File: src/iod_pkg.sv
/*
  Package for the lower I/O space decoder: addresses, masks, request and
  event carriers. Assumes a core that issues one request per clock.
*/
package iod_pkg;

  // ==========================================================
  // Address space
  localparam logic [7:0] IOD_DS_OFS  = 8'h20;
  localparam logic [7:0] IOD_EXT_LO  = 8'h60;
  localparam logic [5:0] IOD_BIT_TOP = 6'h1F;
  localparam logic [7:0] IOD_RST     = 8'h00;

  localparam logic [5:0] IOD_A_RSV0       = 6'h01;
  localparam logic [5:0] IOD_A_PORT_B_PIN = 6'h03;
  localparam logic [5:0] IOD_A_PORT_B_DIR = 6'h04;
  localparam logic [5:0] IOD_A_PORT_B_OUT = 6'h05;
  localparam logic [5:0] IOD_A_PORT_C_PIN = 6'h06;
  localparam logic [5:0] IOD_A_PORT_C_DIR = 6'h07;
  localparam logic [5:0] IOD_A_PORT_C_OUT = 6'h08;
  localparam logic [5:0] IOD_A_PORT_D_PIN = 6'h09;
  localparam logic [5:0] IOD_A_PORT_D_DIR = 6'h0A;
  localparam logic [5:0] IOD_A_PORT_D_OUT = 6'h0B;
  localparam logic [5:0] IOD_A_T0_FLAGS   = 6'h15;
  localparam logic [5:0] IOD_A_T2_FLAGS   = 6'h17;
  localparam logic [5:0] IOD_A_PC_FLAGS   = 6'h1B;
  localparam logic [5:0] IOD_A_EXT_FLAGS  = 6'h1C;
  localparam logic [5:0] IOD_A_EXT_MASK   = 6'h1D;
  localparam logic [5:0] IOD_A_GPR0       = 6'h1E;
  localparam logic [5:0] IOD_A_EE_CTRL    = 6'h1F;
  localparam logic [5:0] IOD_A_EE_DATA    = 6'h20;
  localparam logic [5:0] IOD_A_EE_ADDR_LO = 6'h21;
  localparam logic [5:0] IOD_A_EE_ADDR_HI = 6'h22;
  localparam logic [5:0] IOD_A_PRESC_SYNC = 6'h23;
  localparam logic [5:0] IOD_A_T0_CTRL_A  = 6'h24;
  localparam logic [5:0] IOD_A_T0_CTRL_B  = 6'h25;
  localparam logic [5:0] IOD_A_T0_COUNT   = 6'h26;
  localparam logic [5:0] IOD_A_T0_CMP_A   = 6'h27;
  localparam logic [5:0] IOD_A_T0_CMP_B   = 6'h28;
  localparam logic [5:0] IOD_A_GPR1       = 6'h2A;
  localparam logic [5:0] IOD_A_GPR2       = 6'h2B;
  localparam logic [5:0] IOD_A_SP_CTRL    = 6'h2C;
  localparam logic [5:0] IOD_A_SP_STAT    = 6'h2D;
  localparam logic [5:0] IOD_A_SP_DATA    = 6'h2E;
  localparam logic [5:0] IOD_A_CMP_CS     = 6'h30;
  localparam logic [5:0] IOD_A_SLEEP      = 6'h33;

  // ==========================================================
  // Field positions
  localparam int IOD_FORCE_HI  = 7;
  localparam int IOD_FORCE_LO  = 6;
  localparam int IOD_ACI_BIT   = 4;
  localparam int IOD_ACO_BIT   = 5;
  localparam logic [7:0] IOD_EE_STROBES = 8'h03;

  // ==========================================================
  // Types
  typedef enum logic [3:0] {
    IOD_OP_NONE     = 4'b0000,
    IOD_OP_IO_RD    = 4'b0001,
    IOD_OP_IO_WR    = 4'b0010,
    IOD_OP_BIT_SET  = 4'b0011,
    IOD_OP_BIT_CLR  = 4'b0100,
    IOD_OP_SKIP_SET = 4'b0101,
    IOD_OP_SKIP_CLR = 4'b0110,
    IOD_OP_DS_RD    = 4'b0111,
    IOD_OP_DS_WR    = 4'b1000
  } iod_op_t;

  typedef struct packed {
    iod_op_t    op;
    logic [7:0] addr;
    logic [7:0] wdata;
    logic [2:0] bit_sel;
  } iod_req_t;

  typedef struct packed {
    logic [2:0] timer0;
    logic [2:0] timer2;
    logic [2:0] pin_change;
    logic [1:0] ext_int;
    logic       comparator;
    logic       eeprom_done;
  } iod_evt_t;

  typedef struct packed {
    logic [7:0] port_b_dir;
    logic [7:0] port_b_out;
    logic [7:0] port_c_dir;
    logic [7:0] port_c_out;
    logic [7:0] port_d_dir;
    logic [7:0] port_d_out;
    logic [7:0] ext_mask;
    logic [7:0] ee_ctrl;
    logic [7:0] ee_data;
    logic [7:0] ee_addr_lo;
    logic [7:0] ee_addr_hi;
    logic [7:0] presc_sync;
    logic [7:0] t0_ctrl_a;
    logic [7:0] t0_ctrl_b;
    logic [7:0] t0_count;
    logic [7:0] t0_cmp_a;
    logic [7:0] t0_cmp_b;
    logic [7:0] sp_ctrl;
    logic [7:0] sp_stat;
    logic [7:0] sp_data;
    logic [7:0] cmp_cs;
    logic [7:0] sleep;
  } iod_ctrl_t;

  // ==========================================================
  // Per-address masks: software-writable, write-one-to-clear, read-only
  function automatic logic [7:0] iod_wmask(input logic [5:0] a);
    case (a)
      IOD_A_PORT_B_DIR, IOD_A_PORT_B_OUT, IOD_A_PORT_D_DIR,
      IOD_A_PORT_D_OUT, IOD_A_GPR0, IOD_A_EE_DATA, IOD_A_EE_ADDR_LO,
      IOD_A_EE_ADDR_HI, IOD_A_T0_COUNT, IOD_A_T0_CMP_A, IOD_A_T0_CMP_B,
      IOD_A_GPR1, IOD_A_GPR2, IOD_A_SP_CTRL, IOD_A_SP_DATA: iod_wmask = 8'hFF;
      IOD_A_PORT_C_DIR, IOD_A_PORT_C_OUT: iod_wmask = 8'h7F;
      IOD_A_EXT_MASK:   iod_wmask = 8'h03;
      IOD_A_EE_CTRL:    iod_wmask = 8'h3F;
      IOD_A_PRESC_SYNC: iod_wmask = 8'h83;
      IOD_A_T0_CTRL_A:  iod_wmask = 8'hF3;
      IOD_A_T0_CTRL_B:  iod_wmask = 8'h0F;
      IOD_A_SP_STAT:    iod_wmask = 8'h01;
      IOD_A_CMP_CS:     iod_wmask = 8'hCF;
      IOD_A_SLEEP:      iod_wmask = 8'h0F;
      default:          iod_wmask = 8'h00;
    endcase
  endfunction : iod_wmask

  function automatic logic [7:0] iod_cmask(input logic [5:0] a);
    case (a)
      IOD_A_T0_FLAGS, IOD_A_T2_FLAGS, IOD_A_PC_FLAGS: iod_cmask = 8'h07;
      IOD_A_EXT_FLAGS: iod_cmask = 8'h03;
      IOD_A_CMP_CS:    iod_cmask = 8'h10;
      default:         iod_cmask = 8'h00;
    endcase
  endfunction : iod_cmask

  function automatic logic [7:0] iod_romask(input logic [5:0] a);
    case (a)
      IOD_A_PORT_B_PIN, IOD_A_PORT_D_PIN: iod_romask = 8'hFF;
      IOD_A_PORT_C_PIN: iod_romask = 8'h7F;
      IOD_A_SP_STAT:    iod_romask = 8'hC0;
      IOD_A_CMP_CS:     iod_romask = 8'h20;
      default:          iod_romask = 8'h00;
    endcase
  endfunction : iod_romask

endpackage : iod_pkg

File: src/iod_sync.sv
/*
  Two-flop synchroniser for pin levels.
  Assumes inputs are static levels from outside the clock domain.
*/
`timescale 1ns/1ps
module iod_sync #(
  parameter int W = 8
) (
  input  wire logic         clk,
  input  wire logic         rstn,
  input  wire logic [W-1:0] async_in,
  output logic      [W-1:0] sync_out
);
  logic [W-1:0] meta_q;

  always_ff @(posedge clk) begin
    if (!rstn) begin
      meta_q   <= '0;
      sync_out <= '0;
    end else begin
      meta_q   <= async_in;
      sync_out <= meta_q;
    end
  end
endmodule : iod_sync

File: src/iod_io_space.sv
/*
  Lower I/O register space (64 locations) with bit access, data-space
  alias and forwarding of extended I/O to outside logic.
  Assumes one core request per clock and same-clock extended-I/O logic
  that answers reads combinationally on ext_rdata.
*/
`timescale 1ns/1ps

// Function
// - Short I/O instructions address the 64 locations 0x00 to 0x3F.
// - Data-space loads and stores see each I/O register at address plus 0x20.
// - Single-bit set and clear work on 0x00-0x1F and do nothing elsewhere.
// - Skip-on-bit instructions read one chosen bit of a bit-accessible register.
// - Status flags clear on writing one; writing zero leaves them alone.
// - Bit set or clear touches only the addressed bit, never other flags.
// - Extended registers 0x60-0xFF are reached only by data-space accesses.
module iod_io_space
  import iod_pkg::*;
(
  input  wire logic       clk,
  input  wire logic       rstn,
  input  iod_req_t        req,
  input  wire logic [7:0] pin_b,
  input  wire logic [6:0] pin_c,
  input  wire logic [7:0] pin_d,
  input  wire logic       comparator_out,
  input  iod_evt_t        evt,
  input  wire logic       spi_flag,
  input  wire logic       spi_collision,
  input  wire logic [7:0] ext_rdata,
  output logic            rvalid_q,
  output logic      [7:0] rdata_q,
  output logic            bit_q,
  output logic            skip_q,
  output logic      [1:0] force_cmp_q,
  output logic            ext_re,
  output logic            ext_we,
  output logic      [7:0] ext_addr,
  output logic      [7:0] ext_wdata,
  output iod_ctrl_t       ctrl
);

  // ==========================================================
  // Pin synchronisers
  logic [7:0] pin_b_s;
  logic [6:0] pin_c_s;
  logic [7:0] pin_d_s;
  logic       aco_s;

  iod_sync #(.W(24)) u_sync (
    .clk      (clk),
    .rstn     (rstn),
    .async_in ({comparator_out, pin_d, pin_c, pin_b}),
    .sync_out ({aco_s, pin_d_s, pin_c_s, pin_b_s})
  );

  // ==========================================================
  // Request decode
  wire       is_io    = (req.op == IOD_OP_IO_RD) || (req.op == IOD_OP_IO_WR) ||
                        (req.op == IOD_OP_BIT_SET) || (req.op == IOD_OP_BIT_CLR) ||
                        (req.op == IOD_OP_SKIP_SET) || (req.op == IOD_OP_SKIP_CLR);
  wire       is_ds    = (req.op == IOD_OP_DS_RD) || (req.op == IOD_OP_DS_WR);
  wire       is_bwr   = (req.op == IOD_OP_BIT_SET) || (req.op == IOD_OP_BIT_CLR);
  wire       is_skip  = (req.op == IOD_OP_SKIP_SET) || (req.op == IOD_OP_SKIP_CLR);
  // Window 0x20-0x5F aliases the I/O space; 8-bit address tops out at 0xFF
  wire       ds_in_io = is_ds && (req.addr >= IOD_DS_OFS) &&
                        (req.addr < IOD_EXT_LO);
  wire       ds_ext   = is_ds && (req.addr >= IOD_EXT_LO);
  // Short I/O form carries six address bits only
  wire [5:0] idx      = is_io ? req.addr[5:0] :
                        6'(req.addr - IOD_DS_OFS);
  wire       bit_ok   = idx <= IOD_BIT_TOP;
  wire       byte_wr  = (req.op == IOD_OP_IO_WR) ||
                        ((req.op == IOD_OP_DS_WR) && ds_in_io);
  wire       bit_wr   = is_bwr && bit_ok;
  wire       rd_hit   = (req.op == IOD_OP_IO_RD) ||
                        ((req.op == IOD_OP_DS_RD) && ds_in_io);
  wire       any_rd   = (req.op == IOD_OP_IO_RD) || (req.op == IOD_OP_DS_RD) ||
                        is_skip;
  wire [7:0] onehot   = 8'(8'h01 << req.bit_sel);

  assign ext_re    = (req.op == IOD_OP_DS_RD) && ds_ext;
  assign ext_we    = (req.op == IOD_OP_DS_WR) && ds_ext;
  assign ext_addr  = req.addr;
  assign ext_wdata = req.wdata;

  // ==========================================================
  // Hardware sources per address
  logic [7:0] reg_q   [64];
  logic [7:0] rd_word [64];
  logic [7:0] hw_set  [64];
  logic [7:0] hw_clr  [64];
  logic [7:0] ro_src  [64];

  always_comb begin
    hw_set = '{default: IOD_RST};
    hw_clr = '{default: IOD_RST};
    ro_src = '{default: IOD_RST};
    hw_set[IOD_A_T0_FLAGS]  = {5'h00, evt.timer0};
    hw_set[IOD_A_T2_FLAGS]  = {5'h00, evt.timer2};
    hw_set[IOD_A_PC_FLAGS]  = {5'h00, evt.pin_change};
    hw_set[IOD_A_EXT_FLAGS] = {6'h00, evt.ext_int};
    hw_set[IOD_A_CMP_CS][IOD_ACI_BIT] = evt.comparator;
    hw_clr[IOD_A_EE_CTRL]   = evt.eeprom_done ? IOD_EE_STROBES : IOD_RST;
    ro_src[IOD_A_PORT_B_PIN] = pin_b_s;
    ro_src[IOD_A_PORT_C_PIN] = {1'b0, pin_c_s};
    ro_src[IOD_A_PORT_D_PIN] = pin_d_s;
    ro_src[IOD_A_SP_STAT]    = {spi_flag, spi_collision, 6'h00};
    ro_src[IOD_A_CMP_CS][IOD_ACO_BIT] = aco_s;
  end

  // ==========================================================
  // Write data for byte and single-bit writes
  wire [7:0] cur_raw = reg_q[idx];
  wire [7:0] cur     = rd_word[idx];
  wire [7:0] wr_val  = byte_wr ? req.wdata :
                       (req.op == IOD_OP_BIT_SET) ? (cur_raw | onehot) :
                       (cur_raw & ~onehot);
  // Bit set hands the flag logic only the addressed bit; bit clear hands it none
  wire [7:0] clr_src = byte_wr ? req.wdata :
                       (req.op == IOD_OP_BIT_SET) ? onehot : IOD_RST;

  // ==========================================================
  // Register array, one entry per I/O address
  genvar a;
  generate
    for (a = 0; a < 64; a++) begin : g_reg
      localparam logic [7:0] WM = iod_wmask(6'(a));
      localparam logic [7:0] CM = iod_cmask(6'(a));
      localparam logic [7:0] RM = iod_romask(6'(a));
      wire       sel    = (byte_wr || bit_wr) && (idx == 6'(a));
      wire [7:0] sw_clr = sel ? (clr_src & CM) : IOD_RST;
      wire [7:0] base   = reg_q[a] & ~hw_clr[a];
      // Reserved locations have all-zero masks: writes fall away
      wire [7:0] wr_mix = sel ? ((base & ~WM) | (wr_val & WM)) : base;
      // Hardware set wins over a software clear in the same cycle
      wire [7:0] reg_d  = (wr_mix & ~sw_clr) | (hw_set[a] & CM);

      always_ff @(posedge clk) begin
        if (!rstn) begin
          reg_q[a] <= IOD_RST;
        end else begin
          reg_q[a] <= reg_d;
        end
      end

      assign rd_word[a] = (reg_q[a] & (WM | CM)) | (ro_src[a] & RM);
    end
  endgenerate

  // ==========================================================
  // Read answer, bit test and force strobes
  wire       bit_val = cur[req.bit_sel];
  wire [7:0] rd_mux  = ds_ext ? ext_rdata : (rd_hit ? cur : IOD_RST);
  wire       skip_d  = is_skip && bit_ok &&
                       ((req.op == IOD_OP_SKIP_SET) ? bit_val : !bit_val);
  wire [1:0] force_d = (byte_wr && (idx == IOD_A_T0_CTRL_B)) ?
                       req.wdata[IOD_FORCE_HI:IOD_FORCE_LO] : 2'b00;

  always_ff @(posedge clk) begin
    if (!rstn) begin
      rvalid_q    <= 1'b0;
      rdata_q     <= IOD_RST;
      bit_q       <= 1'b0;
      skip_q      <= 1'b0;
      force_cmp_q <= 2'b00;
    end else begin
      rvalid_q    <= any_rd;
      rdata_q     <= is_skip ? IOD_RST : rd_mux;
      bit_q       <= is_skip && bit_ok && bit_val;
      skip_q      <= skip_d;
      force_cmp_q <= force_d;
    end
  end

  // ==========================================================
  // Control image toward the peripherals
  assign ctrl.port_b_dir = reg_q[IOD_A_PORT_B_DIR];
  assign ctrl.port_b_out = reg_q[IOD_A_PORT_B_OUT];
  assign ctrl.port_c_dir = reg_q[IOD_A_PORT_C_DIR];
  assign ctrl.port_c_out = reg_q[IOD_A_PORT_C_OUT];
  assign ctrl.port_d_dir = reg_q[IOD_A_PORT_D_DIR];
  assign ctrl.port_d_out = reg_q[IOD_A_PORT_D_OUT];
  assign ctrl.ext_mask   = reg_q[IOD_A_EXT_MASK];
  assign ctrl.ee_ctrl    = reg_q[IOD_A_EE_CTRL];
  assign ctrl.ee_data    = reg_q[IOD_A_EE_DATA];
  assign ctrl.ee_addr_lo = reg_q[IOD_A_EE_ADDR_LO];
  assign ctrl.ee_addr_hi = reg_q[IOD_A_EE_ADDR_HI];
  assign ctrl.presc_sync = reg_q[IOD_A_PRESC_SYNC];
  assign ctrl.t0_ctrl_a  = reg_q[IOD_A_T0_CTRL_A];
  assign ctrl.t0_ctrl_b  = reg_q[IOD_A_T0_CTRL_B];
  assign ctrl.t0_count   = reg_q[IOD_A_T0_COUNT];
  assign ctrl.t0_cmp_a   = reg_q[IOD_A_T0_CMP_A];
  assign ctrl.t0_cmp_b   = reg_q[IOD_A_T0_CMP_B];
  assign ctrl.sp_ctrl    = reg_q[IOD_A_SP_CTRL];
  assign ctrl.sp_stat    = reg_q[IOD_A_SP_STAT];
  assign ctrl.sp_data    = reg_q[IOD_A_SP_DATA];
  assign ctrl.cmp_cs     = reg_q[IOD_A_CMP_CS];
  assign ctrl.sleep      = reg_q[IOD_A_SLEEP];

  // ==========================================================
  // Assertions
  localparam logic [7:0] DS_GPR0 = {2'b00, IOD_A_GPR0} + IOD_DS_OFS;

  property p_io_rd_data;
    @(posedge clk) disable iff (!rstn)
    (req.op == IOD_OP_IO_RD) && (req.addr[5:0] == IOD_A_GPR0)
      |=> rvalid_q && (rdata_q == $past(reg_q[IOD_A_GPR0]));
  endproperty
  a_io_rd_data: assert property (p_io_rd_data) else $error("io read data wrong");

  property p_ds_alias;
    @(posedge clk) disable iff (!rstn)
    (req.op == IOD_OP_DS_WR) && (req.addr == DS_GPR0)
      |=> reg_q[IOD_A_GPR0] == $past(req.wdata);
  endproperty
  a_ds_alias: assert property (p_ds_alias) else $error("data-space alias missed");

  property p_bit_range;
    @(posedge clk) disable iff (!rstn)
    is_bwr && (req.addr[5:0] > IOD_BIT_TOP) |-> !bit_wr;
  endproperty
  a_bit_range: assert property (p_bit_range) else $error("bit op beyond 0x1F");

  property p_bit_set;
    @(posedge clk) disable iff (!rstn)
    (req.op == IOD_OP_BIT_SET) && (req.addr[5:0] == IOD_A_PORT_B_OUT)
      |=> reg_q[IOD_A_PORT_B_OUT][$past(req.bit_sel)];
  endproperty
  a_bit_set: assert property (p_bit_set) else $error("bit set had no effect");

  property p_skip;
    @(posedge clk) disable iff (!rstn)
    (req.op == IOD_OP_SKIP_CLR) && bit_ok
      |=> rvalid_q && (skip_q == !bit_q) && (bit_q == $past(bit_val));
  endproperty
  a_skip: assert property (p_skip) else $error("skip bit wrong");

  property p_w1c_zero;
    @(posedge clk) disable iff (!rstn)
    byte_wr && (idx == IOD_A_T0_FLAGS) && (req.wdata == IOD_RST) &&
      reg_q[IOD_A_T0_FLAGS][0] |=> reg_q[IOD_A_T0_FLAGS][0];
  endproperty
  a_w1c_zero: assert property (p_w1c_zero) else $error("zero write cleared flag");

  property p_w1c_one;
    @(posedge clk) disable iff (!rstn)
    byte_wr && (idx == IOD_A_T0_FLAGS) && req.wdata[0] && !evt.timer0[0]
      |=> !reg_q[IOD_A_T0_FLAGS][0];
  endproperty
  a_w1c_one: assert property (p_w1c_one) else $error("one write kept flag");

  property p_set_wins;
    @(posedge clk) disable iff (!rstn)
    evt.timer0[0] |=> reg_q[IOD_A_T0_FLAGS][0];
  endproperty
  a_set_wins: assert property (p_set_wins) else $error("flag event lost");

  property p_bit_only;
    @(posedge clk) disable iff (!rstn)
    (req.op == IOD_OP_BIT_SET) && (req.addr[5:0] == IOD_A_T0_FLAGS) &&
      (req.bit_sel == 3'h0) && (evt.timer0 == 3'h0)
      |=> reg_q[IOD_A_T0_FLAGS][2:1] == $past(reg_q[IOD_A_T0_FLAGS][2:1]);
  endproperty
  a_bit_only: assert property (p_bit_only) else $error("bit op hit other flags");

  property p_ext_only;
    @(posedge clk) disable iff (!rstn)
    is_io |-> !ext_re && !ext_we;
  endproperty
  a_ext_only: assert property (p_ext_only) else $error("io op reached ext space");

  property p_ext_ds;
    @(posedge clk) disable iff (!rstn)
    (req.op == IOD_OP_DS_WR) && (req.addr >= IOD_EXT_LO) |-> ext_we;
  endproperty
  a_ext_ds: assert property (p_ext_ds) else $error("ext store not forwarded");

  property p_reserved;
    @(posedge clk) disable iff (!rstn)
    (req.op == IOD_OP_IO_RD) && (req.addr[5:0] == IOD_A_RSV0)
      |=> rvalid_q && (rdata_q == IOD_RST);
  endproperty
  a_reserved: assert property (p_reserved) else $error("reserved read not zero");

  property p_ds_low;
    @(posedge clk) disable iff (!rstn)
    (req.op == IOD_OP_DS_RD) && (req.addr < IOD_DS_OFS)
      |=> rvalid_q && (rdata_q == IOD_RST);
  endproperty
  a_ds_low: assert property (p_ds_low) else $error("low data read not zero");

  property p_bit_clr;
    @(posedge clk) disable iff (!rstn)
    (req.op == IOD_OP_BIT_CLR) && (req.addr[5:0] == IOD_A_PORT_B_OUT)
      |=> !reg_q[IOD_A_PORT_B_OUT][$past(req.bit_sel)];
  endproperty
  a_bit_clr: assert property (p_bit_clr) else $error("bit clear had no effect");

  property p_ext_rd;
    @(posedge clk) disable iff (!rstn)
    (req.op == IOD_OP_DS_RD) && (req.addr >= IOD_EXT_LO)
      |-> ext_re ##1 (rdata_q == $past(ext_rdata));
  endproperty
  a_ext_rd: assert property (p_ext_rd) else $error("ext read not returned");

endmodule : iod_io_space

File: config.mk
export PLATFORM = sky130hd
export DESIGN_NAME = iod_io_space
export DESIGN_NICKNAME = d
export VERILOG_FILES = /design/src/iod_pkg.sv /design/src/iod_sync.sv /design/src/iod_io_space.sv
export SDC_FILE = /design/constraint.sdc
export NUM_CORES = 1
export LEC_CHECK = 0
export BUFFER_PORTS_ARGS = -buffer_cell sky130_fd_sc_hd__buf_2
export CAP_MARGIN = 20
export CORE_MARGIN = 10
export CORE_UTILIZATION = 54
export DETAILED_ROUTE_END_ITERATION = 12
export HOLD_SLACK_MARGIN = 0.1
export PLACE_DENSITY = 0.8
export SYNTH_ARGS = -nofsm -noshare
export SYNTH_HDL_FRONTEND = slang
export SYNTH_SLANG_ARGS = --single-unit
File: constraint.sdc
create_clock -name clk -period 2.7 [get_ports clk]
set_clock_uncertainty 0.1 [all_clocks]
set_input_delay 0.27 -clock clk [delete_from_list [all_inputs] [get_ports clk]]
set_output_delay 0.27 -clock clk [all_outputs]
set_load 0.01 [all_outputs]
==> metrics <==
Final #Nets around 1800; Core Rows 54; Chip Height about 170 um; clk root buf clkbuf_16; largest family of logic cells by synthesized area compound AO/OA/AOI/OAI gates; first-pass iteration count of the detailed router 6; CTS H-tree depth 1; core region area around 22000 um^2; Synth Register Bits between 200 and 250; max-cap violations 0; Sink Count between 200 and 250; DPL Wire Length 35500 um; Non-Filler Instances roughly 2000; post-synthesis mux area share roughly 7.6%; Clock Path Buffers 3; Final period util a little over 90%; Skew-Pair Late Insertion Delay 550 ps; Placer Congestion roughly 1.0; Starting Density about 55%; r2r setup slk about 180 ps; drc violations 0; leading cell type in the layout, fill and taps excluded buf_2; Die X between 150 and 200 um; Layout area overhead 32.7%; Post-Synth XOR/XNOR Area 0.147%; Power Density between 500 and 600 nW/um^2; fin crit period between 2000 and 3000 ps; total power draw 8.62 mW; Final Instance Area ~16000 um^2; I/O Buffers 245; R2R cell count 10; clk slew on worst S/H paths 70 ps; final setup violation count 0; Avg Cell Area, Syn ~9.2 um^2; YS warnings 0; pin count of the biggest net entering global routing 76; highest-count cells in the layout ignoring fill and taps buf_2 (244), dfxtp_1 (239), nor2_1 (176); leak pwr ~6.6 nW; DP Area ~14000 um^2; Final Hold Fails 0; Slew Limit Fails 0; CP required approximately 3000 ps; Die Area 28400 um^2; total gr overflow 0; dpl cells about 1900; Top FF cell, synth dfxtp_1; Post-synth EDFFs 0; asr flop ratio synth 0%; FMAX roughly 400 MHz; Synth Area in Compound Gates between 20% and 30%; post-synthesis sequential area ratio between 40% and 50%; gr usage total between 30% and 40%; post-synthesis cell count 1297; adder-cell area share of the yosys netlist 0%; worst path arrival time 2880 ps; capturing point of the worst reg2reg path skip_q; hold crit path type in -> reg; wire per inst roughly 25 um; antenna violations before repair 1; Synth Area in Simple Gates 19.2%; crit path launch type flip-flop; total I/O pin count 279; peak supply drop 0.513 mV; relative slew slack between 50% and 60%; postcts setup bufs 0; Crit Path Max Fanout 3; total wire length roughly 50000 um; Final Util 72.7%; CTS buffer count 25; DR iter-0 viols 1387; global-route wire length before repair between 70000 and 80000 um; Tightest Pin Transition 718 ps; RSZ-0062 raised after global routing false; CTS tree yes; area leader, netlist dfxtp_1; crit path setup slack, layout 180 ps; antenna-violating nets left 0; critical path class reg -> reg; CP Launch Point reg_q[40][3]; Area contributors post-synth dfxtp_1 (40%), mux2i_1 (5.8%), nor2_1 (5.5%); Worst Setup EP skip_q; vias in the first global route roughly 12000; worst slack, placed -195 ps; Mapped Area between 10000 and 15000 um^2; fraction of layout cells with a size suffix above 1 35.0%; R2R Path Start reg_q[40][3]; post-DR vias/cell about 6.0; Crit. End Element flip-flop; Netlist cell types between 90 and 100; share of the synthesized area in the top cell type 40.2%; status finished, final reports clean; Via Count 11900
==> what timing repair did <==
item,4_1_cts,5_1_grt
endpoints found under the hold margin,53,0
setup endpoints to repair,0,15
resized for setup,0,2
hold buffers,49,0
==> registers in the layout, summed over array words and instances, names as in the netlist <==
register / count
skip_q: 1
u_sync.meta_q: 24
bit_q: 1
rvalid_q: 1
reg_q: 178
rdata_q: 8
force_cmp_q: 2
u_sync.sync_out: 24
==> power breakdown <==
part | switching (mW) | leakage, nW | internal, mW
combinational | 0.740 | 4.24 | 0.515
sequential | 0.0264 | 1.94 | 3.58
clock | 1.57 | 0.431 | 2.19
total | 2.33 | 6.61 | 6.28
==> layer usage <==
metal,global-route usage [%],part of all wire [%],vias to the layer above
met5,0,0,-
met4,12.8,3.8,0
met3,9.70,11,130
met2,53.5,46,708
met1,40.9,39,5692
li1,-,-,5379
==> worst min path at each step <==
stage	start	to	slack, ps	cells after the start
floorplan	evt[2]	reg_q[28][0]	290	2
global placement	u_sync.meta_q[3]	u_sync.sync_out[3]	320	1
detailed placement	u_sync.meta_q[19]	u_sync.sync_out[19]	320	1
CTS	req[21]	rvalid_q	110	4
global route	req[21]	rvalid_q	160	4
finish	req[21]	rvalid_q	120	4
==> per-stage QoR <==
stage | hold slack [ps] | TNS [ps]
after floorplan | 287 | 0
after global placement | 318 | -2180
after detailed placement | 318 | -3960
after CTS | 115 | 0
after global routing | 160 | 0
final | 125 | 0
==> cell families after synthesis <==
group,count (synthesis)
AND/OR/NAND/NOR,423
AO/OA/AOI/OAI,371
flip-flops,239
buffers and inverters,178
multiplexers,83
XOR/XNOR,2
other,1
==> cells in the mapped netlist, drive strengths merged (3+ instances only) <==
cell     number
a221oi        4
nor3b         6
nand2b       16
and2         52
a211oi      113
nor2        190
inv          18
nor3         24
o22ai         7
nor4          6
and3          8
o221ai        5
mux2i        69
a31oi         3
o311ai        4
a32oi         5
nand4         5
nor2b        17
o21a          7
a22o          5
o21ai        50
dfxtp       239
clkbuf       41
o2111ai       4
o2bb2ai       9
nand3b        9
mux2          9
o32ai         7
or2           5
a2111oi       3
o31a          4
nand3        19
a22oi        18
mux4          5
buf         119
o41ai         3
nand2        58
a21oi        81
o211ai       12
o31ai         8
==> worst max-delay path, stage by stage, from the launching register on <==
cell and delay (ps):
dfxtp_1 370, mux2_2 290, a32o_1 240, nor4_1 240, buf_4 180, a32oi_1 90
buf_4 180, a41oi_1 220, o31a_1 170, a211o_1 180, mux2i_1 180
==> area by class of cell <==
cell class | count | area (um^2)
fillers | 1614 | 5950
flip-flops and latches | 239 | 4780
clock buffers | 29 | 671
repair buffers | 492 | 3570
well taps | 280 | 350
inverters | 18 | 70.1
multi-input cells | 912 | 6140
clock inverters | 17 | 221
diodes | 1 | 2.50
Power figures use the tool's default switching activity.
